### src/rtl/rdsc_consts.svh
// Constants of the relay driver serial command link, both ends.
// Assumes a 125 MHz system clock on both ends.
`ifndef RDSC_CONSTS_SVH
`define RDSC_CONSTS_SVH
// Frame layout
`define RDSC_FRAME_BITS 16
`define RDSC_CNT_MIN 5'h10
`define RDSC_CNT_WRAP 5'h17
`define RDSC_PFX_WRITE 2'b10
`define RDSC_PFX_READ 2'b01
`define RDSC_PFX_BADW 2'b11
`define RDSC_TAIL_DIAG 2'b01
`define RDSC_TAIL_READ 2'b10
// Register map seen through the link
`define RDSC_BANK_OUT 4'h0
`define RDSC_BANK_CFG 4'h1
`define RDSC_BANK_INSTRUCTION_REGISTER 4'h2
`define RDSC_SEL_ZERO 2'b00
`define RDSC_OUT_RST 8'h00
`define RDSC_CFG_RST 32'h00000000
`define RDSC_INSTRUCTION_REGISTER_RST 8'h00
// Reply words
`define RDSC_SYNTAX_REPLY 16'hC000
`define RDSC_TER_BIT 10
// Synchroniser lane positions
`define RDSC_I_SCLK 2
`define RDSC_I_CS 1
`define RDSC_I_SI 0
// Host timing, times in ns
`define RDSC_CLK_NS 8
`define RDSC_SCLK_HALF_NS 100
`define RDSC_LEAD_NS 200
`define RDSC_LAG_NS 200
`define RDSC_TD_NS 250
`define RDSC_CYC_UP(ns) (((ns) + `RDSC_CLK_NS - 1) / `RDSC_CLK_NS)
// Host APB offsets and fields
`define RDSC_A_CMD 8'h00
`define RDSC_A_RX 8'h04
`define RDSC_A_STAT 8'h08
`define RDSC_A_IST 8'h0C
`define RDSC_A_IMSK 8'h10
`define RDSC_A_PREV 8'h14
`define RDSC_LEN_LSB 16
`define RDSC_LEN_DEF 6'h10
`endif

### src/rtl/rdsc_pkg.sv
// Types shared by both ends of the relay driver serial link.
// Assumes nothing beyond a SystemVerilog compiler.
package rdsc_pkg;
	// Which answer the device sends in the next frame
	typedef enum logic [2:0] {
		RDSC_RPL_RESET = 3'h0,
		RDSC_RPL_DIAG = 3'h1,
		RDSC_RPL_TERR = 3'h3,
		RDSC_RPL_SYNTAX = 3'h2,
		RDSC_RPL_READ = 3'h6
	} rdsc_reply_t;
	// Host frame sequencer
	typedef enum logic [2:0] {
		RDSC_H_IDLE = 3'h0,
		RDSC_H_LEAD = 3'h1,
		RDSC_H_SHIFT = 3'h3,
		RDSC_H_LAG = 3'h2,
		RDSC_H_GAP = 3'h6
	} rdsc_hstate_t;
endpackage : rdsc_pkg

### src/rtl/rdsc_link_if.sv
// Serial link between the relay driver and its controller.
// Assumes the bench instantiates it and joins both ends.
`timescale 1ns/1ps
interface rdsc_link_if;
	logic sclk;
	logic chipSelectN;
	logic si;
	logic so;
	logic soOe;
	logic soLine;
	// Released line shows the inverse of the last bit; late samples show
	assign soLine = soOe ? so : ~so;
	modport device (input sclk, input chipSelectN, input si,
		output so, output soOe);
	modport host (output sclk, output chipSelectN, output si,
		input soLine);
endinterface : rdsc_link_if

### src/rtl/rdsc_device.sv
// Device end: serial command interpreter of a relay driver.
// Assumes link pins asynchronous to clk, slower than clk / 6.
//
// Contract
// Answer comes in the following frame only
// Clock count not 16+8n gives error reply
// After reset send special reply frame
// Prefix 11 is a syntax error
// Read prefix 00 is a syntax error
// Reserved register access is a syntax error
// Diagnosis request 0...01 returns diagnosis word; the code checks only for a 00 or 01 prefix and a 01 tail
// Write 10 stores data, returns diagnosis
// Read frame is 01, selects, 10 tail
// Read reply echoes selects and content
// Master remembers its previous command
// Commands on input, replies on output
// Reply MSB first, output off when deselected
// Chip select rising edge accepts the frame
// First reply after reset: error flag, instruction
// Error flag reports previous transfer failure
// Sample on falling, update after rising
// Bad frames leave registers unchanged
`timescale 1ns/1ps
`include "rdsc_consts.svh"
module rdsc_device (
	// System
	input wire logic clk,
	input wire logic reset_n,
	// Link
	rdsc_link_if.device link,
	// Software reset request, one cycle
	input wire logic softReset,
	// Diagnosis sources
	input wire logic undervoltage,
	input wire logic lowSupply,
	input wire logic [1:0] opMode,
	input wire logic openLoadOff,
	input wire logic [7:0] channelError,
	// Register contents
	output logic [7:0] outControl,
	output logic [31:0] configBank,
	output logic [7:0] instructionReg
);
	logic [2:0] s1_q, s2_q, s3_q, filt_q;
	logic [2:0] s1_d, s2_d, s3_d, filt_d;
	logic [15:0] shift_q, shift_d;
	logic [4:0] cnt_q, cnt_d;
	logic so_q, so_d, soOe_q, soOe_d;
	rdsc_pkg::rdsc_reply_t kind_q, kind_d;
	logic [15:0] readWord_q, readWord_d;
	logic [7:0] out_q, out_d, instruction_register_q, instruction_register_d;
	logic [31:0] cfg_q, cfg_d;
	logic csFall, csRise, sclkFall, sclkRise, active;
	logic [15:0] diagWord, reply;
	logic [1:0] pfx, tail, sel;
	logic [3:0] bank;
	logic frameOk, addrOk, readable;
	logic [7:0] readByte;

	assign link.so = so_q;
	assign link.soOe = soOe_q;
	assign outControl = out_q;
	assign configBank = cfg_q;
	assign instructionReg = instruction_register_q;

	// Pin synchroniser; a change counts when stages two and three agree
	always_comb
	begin
		s1_d = {link.sclk, link.chipSelectN, link.si};
		s2_d = s1_q;
		s3_d = s2_q;
		filt_d = (s2_q & ~(s2_q ^ s3_q)) | (filt_q & (s2_q ^ s3_q));
	end

	// Edges of the filtered link signals
	always_comb
	begin
		active = ~filt_q[`RDSC_I_CS];
		csFall = filt_q[`RDSC_I_CS] & ~filt_d[`RDSC_I_CS];
		csRise = ~filt_q[`RDSC_I_CS] & filt_d[`RDSC_I_CS];
		sclkFall = active & filt_q[`RDSC_I_SCLK] & ~filt_d[`RDSC_I_SCLK];
		sclkRise = active & ~filt_q[`RDSC_I_SCLK] & filt_d[`RDSC_I_SCLK];
	end

	// Frame fields of the word shifted in
	always_comb
	begin
		pfx = shift_q[15:14];
		bank = shift_q[13:10];
		sel = shift_q[9:8];
		tail = shift_q[1:0];
		frameOk = (cnt_q == `RDSC_CNT_MIN); // see R2
		addrOk = (bank == `RDSC_BANK_OUT && sel == `RDSC_SEL_ZERO)
			|| bank == `RDSC_BANK_CFG;
		readable = addrOk
			|| (bank == `RDSC_BANK_INSTRUCTION_REGISTER && sel == `RDSC_SEL_ZERO);
		if (bank == `RDSC_BANK_OUT)
		begin
			readByte = out_q;
		end
		else if (bank == `RDSC_BANK_CFG)
		begin
			readByte = cfg_q[sel * 8 +: 8];
		end
		else
		begin
			readByte = instruction_register_q;
		end
	end

	// Reply word picked by what the previous frame asked for
	always_comb
	begin
		diagWord = {1'b0, undervoltage, lowSupply, opMode, 1'b0, 1'b0,
			openLoadOff, channelError};
		reply = diagWord;
		unique case (kind_q)
			rdsc_pkg::RDSC_RPL_RESET:
			begin
				reply = {diagWord[15:8], instruction_register_q};
				reply[`RDSC_TER_BIT] = 1'b1;
			end
			rdsc_pkg::RDSC_RPL_DIAG: reply = diagWord;
			rdsc_pkg::RDSC_RPL_TERR: reply[`RDSC_TER_BIT] = 1'b1;
			rdsc_pkg::RDSC_RPL_SYNTAX: reply = `RDSC_SYNTAX_REPLY;
			rdsc_pkg::RDSC_RPL_READ: reply = readWord_q;
		endcase
	end

	// Shifting, decoding and register writes
	always_comb
	begin
		shift_d = shift_q;
		cnt_d = cnt_q;
		so_d = so_q;
		soOe_d = soOe_q;
		kind_d = kind_q;
		readWord_d = readWord_q;
		out_d = out_q;
		cfg_d = cfg_q;
		instruction_register_d = instruction_register_q;
		if (softReset)
		begin
			// Software reset behaves like power-on; output released
			soOe_d = 1'b0;
			kind_d = rdsc_pkg::RDSC_RPL_RESET;
			out_d = `RDSC_OUT_RST;
			cfg_d = `RDSC_CFG_RST;
			instruction_register_d = `RDSC_INSTRUCTION_REGISTER_RST;
		end
		else if (csFall)
		begin
			// Reply loaded now holds the previous frame's answer
			shift_d = reply;
			so_d = reply[15];
			soOe_d = 1'b1;
			cnt_d = 5'h00;
		end
		else if (sclkFall)
		begin
			// One register shifts input in and reply out
			shift_d = {shift_q[14:0], filt_q[`RDSC_I_SI]}; // see R17
			cnt_d = (cnt_q == `RDSC_CNT_WRAP) ? `RDSC_CNT_MIN
				: cnt_q + 5'h01;
		end
		else if (sclkRise)
		begin
			so_d = shift_q[15]; // see R17
		end
		else if (csRise)
		begin
			soOe_d = 1'b0;
			// Only this edge commits the frame
			if (!frameOk)
			begin
				kind_d = rdsc_pkg::RDSC_RPL_TERR; // see R2
			end
			else if (pfx == `RDSC_PFX_WRITE)
			begin
				if (addrOk)
				begin
					kind_d = rdsc_pkg::RDSC_RPL_DIAG;
					instruction_register_d = shift_q[15:8];
					if (bank == `RDSC_BANK_OUT)
					begin
						out_d = shift_q[7:0];
					end
					else
					begin
						cfg_d[sel * 8 +: 8] = shift_q[7:0];
					end
				end
				else
				begin
					kind_d = rdsc_pkg::RDSC_RPL_SYNTAX; // see R6
				end
			end
			else if (pfx == `RDSC_PFX_BADW)
			begin
				kind_d = rdsc_pkg::RDSC_RPL_SYNTAX;
			end
			else if (tail == `RDSC_TAIL_DIAG)
			begin
				kind_d = rdsc_pkg::RDSC_RPL_DIAG;
			end
			else if (pfx == `RDSC_PFX_READ && tail == `RDSC_TAIL_READ
				&& readable)
			begin
				kind_d = rdsc_pkg::RDSC_RPL_READ;
				instruction_register_d = shift_q[15:8];
				readWord_d = {`RDSC_PFX_WRITE, bank, sel, readByte};
			end
			else
			begin
				// Read prefix 00, bad tail or unmapped read
				kind_d = rdsc_pkg::RDSC_RPL_SYNTAX; // see R5
			end
		end
	end

	// State registers; reset reply pending after power-on
	always_ff @(posedge clk)
	begin
		if (!reset_n)
		begin
			s1_q <= 3'h2;
			s2_q <= 3'h2;
			s3_q <= 3'h2;
			filt_q <= 3'h2;
			shift_q <= 16'h0000;
			cnt_q <= 5'h00;
			so_q <= 1'b0;
			soOe_q <= 1'b0;
			kind_q <= rdsc_pkg::RDSC_RPL_RESET;
			readWord_q <= 16'h0000;
			out_q <= `RDSC_OUT_RST;
			cfg_q <= `RDSC_CFG_RST;
			instruction_register_q <= `RDSC_INSTRUCTION_REGISTER_RST;
		end
		else
		begin
			s1_q <= s1_d;
			s2_q <= s2_d;
			s3_q <= s3_d;
			filt_q <= filt_d;
			shift_q <= shift_d;
			cnt_q <= cnt_d;
			so_q <= so_d;
			soOe_q <= soOe_d;
			kind_q <= kind_d;
			readWord_q <= readWord_d;
			out_q <= out_d;
			cfg_q <= cfg_d;
			instruction_register_q <= instruction_register_d;
		end
	end
endmodule : rdsc_device

### src/flat_wrapper.sv
// flat-port wrapper written by rule: the top's interface ports become plain ports
module rdsc_device_flat 
  (clk, reset_n, softReset, undervoltage, lowSupply, opMode, openLoadOff, channelError, outControl, configBank, instructionReg, link_sclk, link_chipSelectN, link_si, link_so, link_soOe);
  rdsc_link_if link_i ();
  input wire logic clk;
  input wire logic reset_n;
  input wire logic softReset;
  input wire logic undervoltage;
  input wire logic lowSupply;
  input wire logic [1:0] opMode;
  input wire logic openLoadOff;
  input wire logic [7:0] channelError;
  output logic [7:0] outControl;
  output logic [31:0] configBank;
  output logic [7:0] instructionReg;
  input wire logic [$bits(link_i.sclk)-1:0] link_sclk;
  input wire logic [$bits(link_i.chipSelectN)-1:0] link_chipSelectN;
  input wire logic [$bits(link_i.si)-1:0] link_si;
  output wire logic [$bits(link_i.so)-1:0] link_so;
  output wire logic [$bits(link_i.soOe)-1:0] link_soOe;
  assign link_i.sclk = link_sclk;
  assign link_i.chipSelectN = link_chipSelectN;
  assign link_i.si = link_si;
  assign link_so = link_i.so;
  assign link_soOe = link_i.soOe;
  rdsc_device u_core (.clk(clk), .reset_n(reset_n), .link(link_i), .softReset(softReset), .undervoltage(undervoltage), .lowSupply(lowSupply), .opMode(opMode), .openLoadOff(openLoadOff), .channelError(channelError), .outControl(outControl), .configBank(configBank), .instructionReg(instructionReg));
endmodule
### config.mk
export PLATFORM = sky130hd
export DESIGN_NAME = rdsc_device_flat
export DESIGN_NICKNAME = d
export VERILOG_FILES = /design/src/rtl/rdsc_pkg.sv /design/src/rtl/rdsc_link_if.sv /design/src/rtl/rdsc_device.sv /design/src/flat_wrapper.sv
export VERILOG_INCLUDE_DIRS = /design/src /design/src/rtl
export SDC_FILE = /design/constraint.sdc
export NUM_CORES = 1
export LEC_CHECK = 0
export BUFFER_PORTS_ARGS = -buffer_cell sky130_fd_sc_hd__buf_2
export CORE_UTILIZATION = 50
export CTS_BUF_LIST = sky130_fd_sc_hd__clkbuf_2
export DETAILED_ROUTE_END_ITERATION = 6
export PLACE_DENSITY = 0.71
export SKIP_CTS_REPAIR_TIMING = 1
export SLEW_MARGIN = 20
export SYNTH_ARGS = -nofsm -noshare
export SYNTH_HDL_FRONTEND = slang
export SYNTH_SLANG_ARGS = --single-unit
### constraint.sdc
create_clock -name clk -period 2.6 [get_ports clk]
set_input_delay 0.52 -clock clk [delete_from_list [all_inputs] [get_ports clk]]
set_output_delay 0.52 -clock clk [all_outputs]
set_load 0.01 [all_outputs]
* Word-level counts from Yosys, hierarchy flattened
Index checks and enable logic that the tools add are counted.
Storage, ports and cells: flip-flop bits (word level) 101, input port bits 19, output and inout port bits 50
Cells by class: reduce and logical (&&, ||, !) cells 24, shifts and indexed selects 3, eq/ne operators 18, add/sub/neg operators 2, muxes and demuxes 29, bitwise gates (word level) 24
Operator list (count):
- $mux W8 | 7
- $neg A5 Y34 | 1
- $shift A8 B34 Y32 const A | 1
- $shiftx A8 B34 Y32 | 1
- $bwmux W32 | 1
- $mux W16 | 2
- $shiftx A32 B6 Y8 | 1
- $pmux W10 S3 | 1
- $reduce_and A8 Y1 | 2
- $mux W3 | 5
- $mux W5 | 3
- $not A1 Y1 | 13
- $eq A5 B5 Y1 const B | 2
- $ne A2 B1 Y1 const B | 5
- $pmux W5 S2 | 1
- $reduce_and A10 Y1 | 1
- $reduce_and A9 Y1 | 1
- $reduce_bool A2 Y1 | 4
- $mux W1 | 7
- $and A1 B1 Y1 | 6
- $and A3 B3 Y3 | 2
- $eq A2 B2 Y1 const B | 3
- $eq A3 B2 Y1 const B | 2
- $reduce_and A3 Y1 | 2
- 19 further kinds | 26

* Logic depth before layout (Yosys ltp)
Gate-level depths: netlist of run 1.
word-level depth 10, gate-level depth with buffers 11, depth with buffers taken out 9

* Worst setup path after synthesis of run 1
OpenSTA, ideal clock, no wires.
path type reg-to-reg, start register u_core.filt_q[1], end register u_core.readWord_q[0], library setup time 75 ps, path buffers 3, path slack 325 ps, arrival time 2200 ps, stages on the path, launching flop included 12, path through dfxtp_1 -> inv_1 -> nand2_1 -> o21ai_0 -> ha_1 -> buf_6 -> and2b_2 -> nand4_4 -> buf_6 -> or4_4 -> buf_6 -> o22ai_1
On the way: longest elaborated chain between the ends 6, elaborated cells between the ends (all ways) 14, classes of those cells bitwise (13); reduce/logical (1)
Ends and longest elaborated chain:
- start, declared | RTL line rdsc_device.sv:44 | logic [2:0] s1_q, s2_q, s3_q, filt_q;
- start signal, assigned | RTL line rdsc_device.sv:245 | filt_q <= filt_d;
- $and A3 B3 Y3 | RTL line rdsc_device.sv:72 | filt_d = (s2_q & ~(s2_q ^ s3_q)) | (filt_q & (s2_q ^ s3_q));
- $or A3 B3 Y3 | RTL line rdsc_device.sv:72
- $not A1 Y1 | RTL line rdsc_device.sv:79 | csFall = filt_q[`RDSC_I_CS] & ~filt_d[`RDSC_I_CS];
- $and A1 B1 Y1 (*) | RTL line rdsc_device.sv:79
- named net u_core.csFall | RTL line rdsc_device.sv:53 | logic csFall, csRise, sclkFall, sclkRise, active;
- $not A1 Y1 (no source line) (*)
- $reduce_and A10 Y1 (no source line) (*)
- end signal, assigned | RTL line rdsc_device.sv:251 | readWord_q <= readWord_d;
- end, declared | RTL line rdsc_device.sv:50 | logic [15:0] readWord_q, readWord_d;
The timed path passes the listed nets; every way through them passes the cells marked *. A chain may end at the register's enable or synchronous reset.

* Worst setup path after layout of run 1
start register u_core.filt_q[1], end register u_core.instruction_register_q[1], in the netlist u_core.instructionReg[1]
On the way: longest elaborated chain between the ends 6, elaborated cells between the ends (all ways) 14, classes of those cells bitwise (13); reduce/logical (1)
Ends and longest elaborated chain:
- $and A3 B3 Y3 | RTL line rdsc_device.sv:72
- $or A3 B3 Y3 | RTL line rdsc_device.sv:72
- $not A1 Y1 | RTL line rdsc_device.sv:79
- $and A1 B1 Y1 (*) | RTL line rdsc_device.sv:79
- named net u_core.csFall | RTL line rdsc_device.sv:53
- $not A1 Y1 (no source line) (*)
- $reduce_and A9 Y1 (no source line) (*)
- end signal, assigned | RTL line rdsc_device.sv:238 | instruction_register_q <= `RDSC_INSTRUCTION_REGISTER_RST;
- end signal, assigned | RTL line rdsc_device.sv:254 | instruction_register_q <= instruction_register_d;
- end, declared | RTL line rdsc_device.sv:51 | logic [7:0] out_q, out_d, instruction_register_q, instruction_register_d;
Marked as above.

==> results_dict.tcl, run 1 <==
set metrics [dict create \
    status "completed" \
    internal-power_mw 1.739 \
    whs_path_depth 2 \
    die_h_um 101.2 \
    critPathRequiredTime_ns 3.16 \
    fill_cells 867 \
    syn_nets 597 \
    met3_usage_pct 4.279 \
    regArea_um2 2022 \
    synth_common_cells "101 x dfxtp_1, 78 x a21oi_1, 57 x o21ai_0, 54 x nand2_1, 40 x nand4_1" \
    busiest_layer "met2" \
    syn_inst 570 \
    r2r_cells 9 \
    drt-pass1-iter-count 5 \
    wirelength_um 14380 \
    switching_share_pct 27.35 \
    period_share_pct 90.61 \
    io_pins 69 \
    clock_power_share_pct 31.5 \
    finalSetupViolCount 0 \
    synth-edff-count 0 \
    yosysTopAreaCell "dfxtp_1" \
    setup_ws_ns 0.2442 \
    fmax_mhz 424.5 \
    postSynthAreaPerCell_um2 8.631 \
    wire_per_inst_um 19.12 \
    critPathMaxStageDelay_ns 0.49 \
    synth_top_area_share_pct 41.10 \
    grt_pass1_vias 4409 \
    rsz0062_at_grt "no" \
    cts_tree "done" \
    route.vias.total 4762 \
    io_buffers 68 \
    grt_pass1_wl_um 22940 \
    diodes 0 \
    root_buffer "clkbuf_2" \
    async_flop_share_pct 0 \
    worstPathMaxFanout 48 \
    antenna_found_initial 0 \
    clk_latency_ns 0.61 \
    yosysWarnings 0 \
    critPathKind "reg2reg" \
    setup.worst_path.start_class "flip-flop" \
    viasPerCell 6.332 \
    dp_hpwl_um 9744 \
    yosysMostFrequentCell "dfxtp_1" \
    cp_cell_sequence "inv_1 -> nand2_1 -> o21ai_0 -> ha_1 -> and2b_2 -> nand4_4 -> buf_4 -> a21oi_2 -> mux2i_1" \
    cpMaxStageDelayCell "dfxtp_1" \
    drv_slew 0 \
    die-area_um2 10240 \
    drc_errors 0 \
    holdCritPathClass "in2reg" \
    end_kind "flip-flop" \
    ir_worst_vdd_uv 241.1 \
    start_util_pct 52.50 \
    skew_ns 0.03579 \
    hold_path.startpoint "link_chipSelectN" \
    drive_gt1_share_pct 21.19 \
    synthTopCellsByArea "dfxtp_1 41%, a21oi_1 7.9%, o21ai_0 5.8%" \
    ys_types 53 \
    use_met1_pct 40.87 \
    areaGrowthSynthToFinish_pct 11.44 \
    min_period_ns 2.356 \
    critPathLaunch "u_core.filt_q[1]$_SDFF_PN1_" \
    gp_congestion 0.8481 \
    cts_buffer_depth 2 \
    arrival_ns 2.92 \
    pwr-share-comb_pct 3.1 \
    drtIter0Drc 453 \
    r2r-start "u_core.filt_q[1]$_SDFF_PN1_" \
    tightestPinTransition_ns 0.7680 \
    slew_headroom_pct 48.61 \
    die_w_um 101.2 \
    pwr_density_cell_nw_per_um2 436.7 \
    yosys_register_bits 101 \
    ys.flop_type "dfxtp_1" \
    drtAntennaViolNets 0 \
    mappedNetlistArea_um2 4920 \
    h-tree-depth 3 \
    numCtsBuffers 9 \
    grt_util_met2_pct 45.26 \
    path_clk_slew_ns 0.31 \
    grt_usage_pct 29.11 \
    grt-ovfl-total 0 \
    finalSetupTns_ns 0 \
    ys_seq_area_share_pct 41.10 \
    preCtsSetupSlack_ns 0.3316 \
    p_leak_nw 2.026 \
    max_cap_violations 0 \
    cts.sinks 101 \
    switching_power_uw 654.9 \
    multi_input_area_um2 2624 \
    rows 35 \
    hold_violations 0 \
    seqPwrFrac_pct 65.4 \
    fin_nets 645 \
    grt_max_degree 49 \
    core_um2 9371 \
]
kinds of logic (layout without fill, tap and decap cells):
logic type	count (synthesis)	count (layout)	share of synthesized area, %
AO/OA/AOI/OAI	193	193	23.78
XOR/XNOR	4	4	0.7122
adder cells (fa/ha/maj)	8	8	2.035
buffers and inverters	63	116	5.570
flip-flops	101	101	41.10
multiplexers	12	12	4.476
AND/OR/NAND/NOR	189	189	22.33
power groups by stage:
stage	Clock, mW	Sequential, mW	Combinational, mW
2_1_floorplan	0	1.59	0.0386
4_1_cts	0.764	1.57	0.0726
3_3_place_gp	0	1.59	0.0712
6_report	0.755	1.57	0.0736
3_5_place_dp	0	1.59	0.0726
5_1_grt	0.826	1.57	0.0800
worst max-delay path: cells and delay by family, from the launching register on:
family | cells | cell delay [ns]
AND/OR/NAND/NOR | 3 | 0.42
adder cells (fa/ha/maj) | 1 | 0.28
buffers and inverters | 2 | 0.37
multiplexers | 1 | 0.23
flip-flops | 1 | 0.49
AO/OA/AOI/OAI | 2 | 0.52
metal layers:
| layer | share of wire (%) | vias to the layer above |
|---|---|---|
| met2 | 46 | 252 |
| li1 | - | 2223 |
| met5 | 0 | - |
| met1 | 44 | 2260 |
| met3 | 8.2 | 27 |
| met4 | 2.0 | 0 |
layout make-up:
cell class | instances | area share, %
clock buffers | 9 | 0.8215
clock inverters | 7 | 1.209
inverters | 11 | 0.7531
multi-input cells | 406 | 47.85
flip-flops and latches | 101 | 36.88
well taps | 129 | 2.944
repair buffers | 89 | 9.539
layout by cell type, fill, tap and decap left out, types with 4 or more instances in the layout:
master | synthesis | final
a211oi_1 | 5 | 5
o22ai_1 | 8 | 8
mux4_2 | 8 | 8
nand2b_1 | 7 | 7
a21oi_1 | 78 | 78
inv_1 | 8 | 8
buf_4 | 1 | 19
or3b_2 | 8 | 8
o31ai_1 | 4 | 4
ha_1 | 8 | 8
nor2_1 | 16 | 16
o221ai_1 | 8 | 8
and2_1 | 7 | 7
nand4_1 | 40 | 40
nor3b_1 | 6 | 6
nand4b_1 | 4 | 4
nand2_1 | 54 | 54
a211o_1 | 9 | 9
nand3_1 | 12 | 12
buf_2 | 7 | 68
dfxtp_1 | 101 | 101
o21ai_0 | 57 | 56
and4_1 | 5 | 5
mux2i_1 | 4 | 4
nor2b_1 | 11 | 11
a221o_1 | 8 | 8
and3_1 | 5 | 5
clkbuf_2 | 2 | 9
a311o_1 | 4 | 4
registers in the layout, indices dropped and copies added, names as in the netlist, named ones only:
register and flops:
u_core.s3_q 3, u_core.outControl 8, u_core.cnt_q 5, u_core.kind_q 3, u_core.s1_q 3, u_core.instructionReg 8
u_core.filt_q 2, u_core.configBank 32, u_core.link.so 1, u_core.readWord_q 15, u_core.s2_q 3, u_core.link.soOe 1
u_core.shift_q 16
through the flow:
stage / total power [mW] / hold WS, ns / std cells / instance area [um2] / utilization [%]
after floorplan: 1.629 / 0.3863 / 570 / 4920 / -
after global placement: 1.662 / 0.3936 / 736 / 5371 / 57.32
after detailed placement: 1.664 / 0.4012 / 736 / 5371 / 57.32
after CTS: 2.402 / 0.05757 / 752 / 5483 / 58.50
after global routing: 2.475 / 0.03722 / 752 / 5483 / 58.50
final: 2.394 / 0.08339 / 752 / 5483 / 58.50
worst paths after layout:
path | endpoint | slack [ns]
min reg2reg | u_core.s2_q[1]$_SDFF_PN1_ | 0.45
max reg2reg | u_core.instructionReg[1]$_SDFFE_PP0P_ | 0.24
min | u_core.s1_q[1]$_SDFF_PN1_ | 0.08
max | u_core.instructionReg[1]$_SDFFE_PP0P_ | 0.24
No activity file was read; power rests on OpenSTA's default activity.
==> run 2, diff against run 1 <==
--- a/config.mk
+++ b/config.mk
@@ -10,6 +10,7 @@
 export CORE_UTILIZATION = 50
 export CTS_BUF_LIST = sky130_fd_sc_hd__clkbuf_2
 export DETAILED_ROUTE_END_ITERATION = 6
+export HOLD_SLACK_MARGIN = 0.15
 export PLACE_DENSITY = 0.71
 export SKIP_CTS_REPAIR_TIMING = 1
 export SLEW_MARGIN = 20
==> run 2 against run 1 <==
  * Routed wire length increased by 0.55%
  * Global-route usage is the same
  * Maximum frequency down 0.15%
  * Design area up 0.55%
  * Sequential share of layout area decreased by 0.20 points
  * Hold slack improved by 0.17 ns
  * Critical path depth is the same
  * Non-clock buffer count up 3
  * Clock skew is essentially flat
  * Combinational power increased by 4.3%
  * Sequential cell count unchanged
  * Critical endpoint unchanged
  * Largest cell class unchanged
  * Highest routed layer unchanged
==> results_dict.tcl, run 2 (synthesized netlist as in run 1, its figures left out) <==
set metrics [dict create \
    diodes 0 \
    largest_reg_flops 32 \
    status "completed" \
    period_share_pct 90.75 \
    fmax_mhz 423.8 \
    finalSetupViolCount 0 \
    skew_ns 0.03556 \
    areaGrowthSynthToFinish_pct 12.05 \
    final_cell_count_no_fill 755 \
    fin_nets 648 \
    min_period_ns 2.359 \
    dp_hpwl_um 9744 \
    cts.sinks 101 \
    pwr_density_cell_nw_per_um2 436.4 \
    io_buffers 68 \
    route.vias.total 4805 \
    fin_util_pct 58.83 \
    cts_buffer_depth 2 \
    grt_pass1_vias 4409 \
    whs_path_depth 3 \
    antenna_found_initial 0 \
    drv_slew 0 \
    placedCellCount 736 \
    tightestPinTransition_ns 0.8129 \
    final_area_um2 5513 \
    wirelength_um 14460 \
    rows 35 \
    max_cap_violations 0 \
    layout_commonest_cell "dfxtp_1" \
    critPathBufInv 2 \
    drive_gt1_share_pct 21.09 \
    viasPerCell 6.364 \
    critPathMaxStageDelay_ns 0.49 \
    hold_violations 0 \
    r2r_slack_ns 0.24 \
    drtAntennaViolNets 0 \
    final_cell_mix "101 x dfxtp_1, 78 x a21oi_1, 68 x buf_2" \
    holdCritPathClass "in2reg" \
    grt_max_degree 49 \
    r2r_end "u_core.instructionReg[1]$_SDFFE_PP0P_" \
    root_buffer "clkbuf_2" \
    holdPathEnd "u_core.cnt_q[1]$_SDFFE_PN0P_" \
    drtIter0Drc 403 \
    wire_per_inst_um 19.15 \
    p_leak_nw 2.039 \
    rsz0062_at_grt "no" \
    io_pins 69 \
    slew_headroom_pct 45.61 \
    numCtsBuffers 9 \
    critPathRequiredTime_ns 3.17 \
    die_h_um 101.2 \
    drc_errors 0 \
    whs_ns 0.2515 \
    r2r_cells 9 \
    path_clk_slew_ns 0.32 \
    ir_worst_vdd_uv 242.1 \
    finalSetupTns_ns 0 \
    cpMaxStageDelayCell "dfxtp_1" \
    hold_path.startpoint "reset_n" \
    grt-ovfl-total 0 \
    cts_tree "done" \
    worstPathMaxFanout 48 \
    die-area_um2 10240 \
    critPathKind "reg2reg" \
    grt_pass1_wl_um 22940 \
    drt-pass1-iter-count 5 \
    critPathTopFamily "compound AO/OA/AOI/OAI gates" \
    arrival_ns 2.93 \
    setup.worst_path.start_class "flip-flop" \
    die_w_um 101.2 \
    core_um2 9371 \
    r2r-start "u_core.filt_q[1]$_SDFF_PN1_" \
    start_util_pct 52.50 \
    h-tree-depth 3 \
    grt_usage_pct 29.11 \
    cp_cell_sequence "inv_1 -> nand2_1 -> o21ai_0 -> ha_1 -> and2b_2 -> nand4_4 -> buf_4 -> a21oi_2 -> mux2i_1" \
    placed_area_um2 5371 \
    end_kind "flip-flop" \
    gp_congestion 0.8481 \
    clk_latency_ns 0.62 \
]
## run 2: per-layer routing
metal	track usage, %	part of all wire, %
met5	0	0
met3	4.279	9.4
met4	11.37	2.0
met2	45.26	46
met1	40.87	43
## run 2: power by group
part	internal (mW)	total [mW]	leakage, nW	switching [mW]
registers	1.56	1.57	0.815	0.00370
clock network	0.153	0.763	0.0645	0.610
logic	0.0267	0.0768	1.16	0.0502
total	1.74	2.41	2.04	0.664
## run 2: final cells by class
class | count | area [um2]
fill | 864 | 3859
multi-input combinational | 406 | 2624
sequential | 101 | 2022
timing repair buffer | 92 | 553.0
tap | 129 | 161.4
clock inverter | 7 | 66.31
clock buffer | 9 | 45.04
inverter | 11 | 41.29
## run 2: worst max path at each step
stage                                                       end                         from  cells past startpoint
after global routing             u_core.shift_q[5]$_SDFFE_PN0P_    u_core.s3_q[1]$_SDFF_PN1_                      8
after floorplan               u_core.readWord_q[0]$_SDFFE_PN0P_  u_core.filt_q[1]$_SDFF_PN1_                     11
after global placement    u_core.instructionReg[0]$_SDFFE_PP0P_  u_core.filt_q[1]$_SDFF_PN1_                      9
after detailed placement  u_core.instructionReg[1]$_SDFFE_PP0P_  u_core.filt_q[1]$_SDFF_PN1_                      9
final                     u_core.instructionReg[1]$_SDFFE_PP0P_  u_core.filt_q[1]$_SDFF_PN1_                      9
after CTS                 u_core.instructionReg[1]$_SDFFE_PP0P_  u_core.filt_q[1]$_SDFF_PN1_                      9
## run 2: through the flow
| step | power, mW | setup slack (ns) |
|---|---|---|
| detailed placement | 1.664 | 0.3316 |
| finish | 2.406 | 0.2406 |
| CTS | 2.402 | 0.2540 |
| global route | 2.479 | 0.07577 |
| global placement | 1.662 | 0.4596 |
| floorplan | 1.629 | 0.3250 |
## run 2: tightest hold or removal path, cell delays in order
cell      delay (ns)
buf_2           0.10
clkinv_1        0.19
a21oi_1         0.07
==> run 3, diff against run 2 <==
--- a/config.mk
+++ b/config.mk
@@ -7,13 +7,12 @@
 export NUM_CORES = 1
 export LEC_CHECK = 0
 export BUFFER_PORTS_ARGS = -buffer_cell sky130_fd_sc_hd__buf_2
-export CORE_UTILIZATION = 50
+export CORE_UTILIZATION = 59
 export CTS_BUF_LIST = sky130_fd_sc_hd__clkbuf_2
 export DETAILED_ROUTE_END_ITERATION = 6
 export HOLD_SLACK_MARGIN = 0.15
-export PLACE_DENSITY = 0.71
+export PLACE_DENSITY = 0.82
 export SKIP_CTS_REPAIR_TIMING = 1
-export SLEW_MARGIN = 20
 export SYNTH_ARGS = -nofsm -noshare
 export SYNTH_HDL_FRONTEND = slang
 export SYNTH_SLANG_ARGS = --single-unit
==> run 3 against run 2 <==
  * Critical path depth increased by 1
  * Non-clock buffer count increased by 1
  * Largest cell class unchanged
  * Sequential cell count unchanged
  * Register-to-register slack improved by 0.09 ns
  * Routed wire length decreased by 2.1%
  * Sequential power about the same
  * Setup slack improved by 0.089 ns
  * Count of clock-buffer cells in the layout unchanged
==> results_dict.tcl, run 3 (synthesized netlist as in run 1, its figures left out) <==
set metrics [dict create \
    status "completed" \
    root_buffer "clkbuf_2" \
    final_cell_mix "101 x dfxtp_1, 78 x a21oi_1, 68 x buf_2" \
    seqPwrFrac_pct 63.3 \
    finalSetupTns_ns 0 \
    worstPathMaxFanout 28 \
    drc_errors 0 \
    ir_worst_vdd_uv 311.0 \
    hold_violations 0 \
    max_cap_violations 0 \
    cts.sinks 101 \
    start_util_pct 62.37 \
    io_buffers 68 \
    min_period_ns 2.271 \
    rows 32 \
    grt_usage_pct 33.95 \
    core_um2 7888 \
    internal-power_mw 1.897 \
    grt_max_degree 49 \
    drv_slew 0 \
    path_clk_slew_ns 0.25 \
    antenna_found_initial 3 \
    io_pins 69 \
    rsz0062_at_grt "no" \
    p_leak_nw 2.048 \
    critPathKind "reg2reg" \
    cts_buffer_depth 2 \
    largest_reg_flops 32 \
    gp_congestion 0.8896 \
    clock_power_share_pct 33.7 \
    switching_power_uw 572.0 \
    grt-ovfl-total 0 \
    finalSetupViolCount 0 \
    die_h_um 93.32 \
    viasPerCell 6.734 \
    fin_nets 649 \
    end_kind "flip-flop" \
    holdCritPathClass "in2reg" \
    drive_gt1_share_pct 20.93 \
    grt_pass1_wl_um 22980 \
    cts_tree "done" \
    switching_share_pct 23.16 \
    layout_commonest_cell "dfxtp_1" \
    wirelength_um 14160 \
    grt_pass1_vias 4542 \
    critPathRequiredTime_ns 3.07 \
    setup_ws_ns 0.3291 \
    numCtsBuffers 9 \
    slew_headroom_pct 44.20 \
    die-area_um2 8708 \
    preCtsSetupSlack_ns 0.4333 \
    h-tree-depth 3 \
    dp_hpwl_um 9694 \
    wire_per_inst_um 19.39 \
    fmax_mhz 440.4 \
    areaGrowthSynthToFinish_pct 11.83 \
    p_total_mw 2.469 \
    clk_latency_ns 0.57 \
    fill_cells 635 \
    route.vias.total 4916 \
    tightestPinTransition_ns 0.8359 \
    pwr_density_cell_nw_per_um2 448.9 \
    drt-pass1-iter-count 5 \
    period_share_pct 87.34 \
    setup.worst_path.start_class "flip-flop" \
    arrival_ns 2.74 \
    drtIter0Drc 527 \
    die_w_um 93.32 \
    drtAntennaViolNets 0 \
    pwr-share-comb_pct 3.0 \
    skew_ns 0.01744 \
]
run 3: power groups by stage:
stage	clock network (mW)	logic (mW)	registers, mW
3_5_place_dp	0	0.0695	1.59
2_1_floorplan	0	0.0386	1.59
5_1_grt	0.896	0.0810	1.57
6_report	0.832	0.0740	1.56
4_1_cts	0.827	0.0698	1.56
3_3_place_gp	0	0.0666	1.59
run 3: cell type report:
cell class	count	area, um2	area share, %
inverter	11	41.29	0.7505
clock buffer	9	45.04	0.8187
sequential	101	2022	36.75
clock inverter	6	88.84	1.615
tap	102	127.6	2.320
antenna	2	5.005	0.09097
multi-input combinational	406	2624	47.69
timing repair buffer	93	548.0	9.961
run 3: worst paths after layout:
kind                                    start                                end  slack [ns]  cells past startpoint
setup / recovery  u_core.filt_q[1]$_SDFF_PN1_  u_core.configBank[4]$_SDFFE_PP0P_        0.33                     10
hold / removal                      opMode[1]    u_core.shift_q[12]$_SDFFE_PN0P_        0.32                      4
setup reg to reg  u_core.filt_q[1]$_SDFF_PN1_  u_core.configBank[4]$_SDFFE_PP0P_        0.33                     10
hold reg to reg     u_core.s1_q[1]$_SDFF_PN1_          u_core.s2_q[1]$_SDFF_PN1_        0.45                      1
run 3: worst max-delay path: stages (launching register included):
cell and delay, ns:
dfxtp_1 0.46, inv_1 0.08, nand2_1 0.06, o21ai_0 0.13
ha_1 0.26, and2b_2 0.26, nand4_4 0.10, buf_4 0.21
buf_4 0.23, o21ai_0 0.24, a21oi_1 0.13
run 3: through the flow:
step | util [%] | hold slack [ns] | cells | instance area (um2)
after floorplan | - | 0.3863 | 570 | 4920
after global placement | 67.61 | 0.3884 | 710 | 5333
after detailed placement | 67.61 | 0.4002 | 710 | 5333
after CTS | 69.31 | 0.1114 | 725 | 5466
after global routing | 69.69 | 0.3285 | 728 | 5497
final | 69.75 | 0.3225 | 730 | 5502
run 3: per-layer routing:
layer | global-route usage (%) | vias to the layer above | share of wire, %
li1 | - | 2235 | -
met1 | 46.50 | 2325 | 40
met2 | 51.78 | 312 | 46
met3 | 6.992 | 42 | 11
met4 | 14.74 | 2 | 2.7
met5 | 0 | - | 0.092
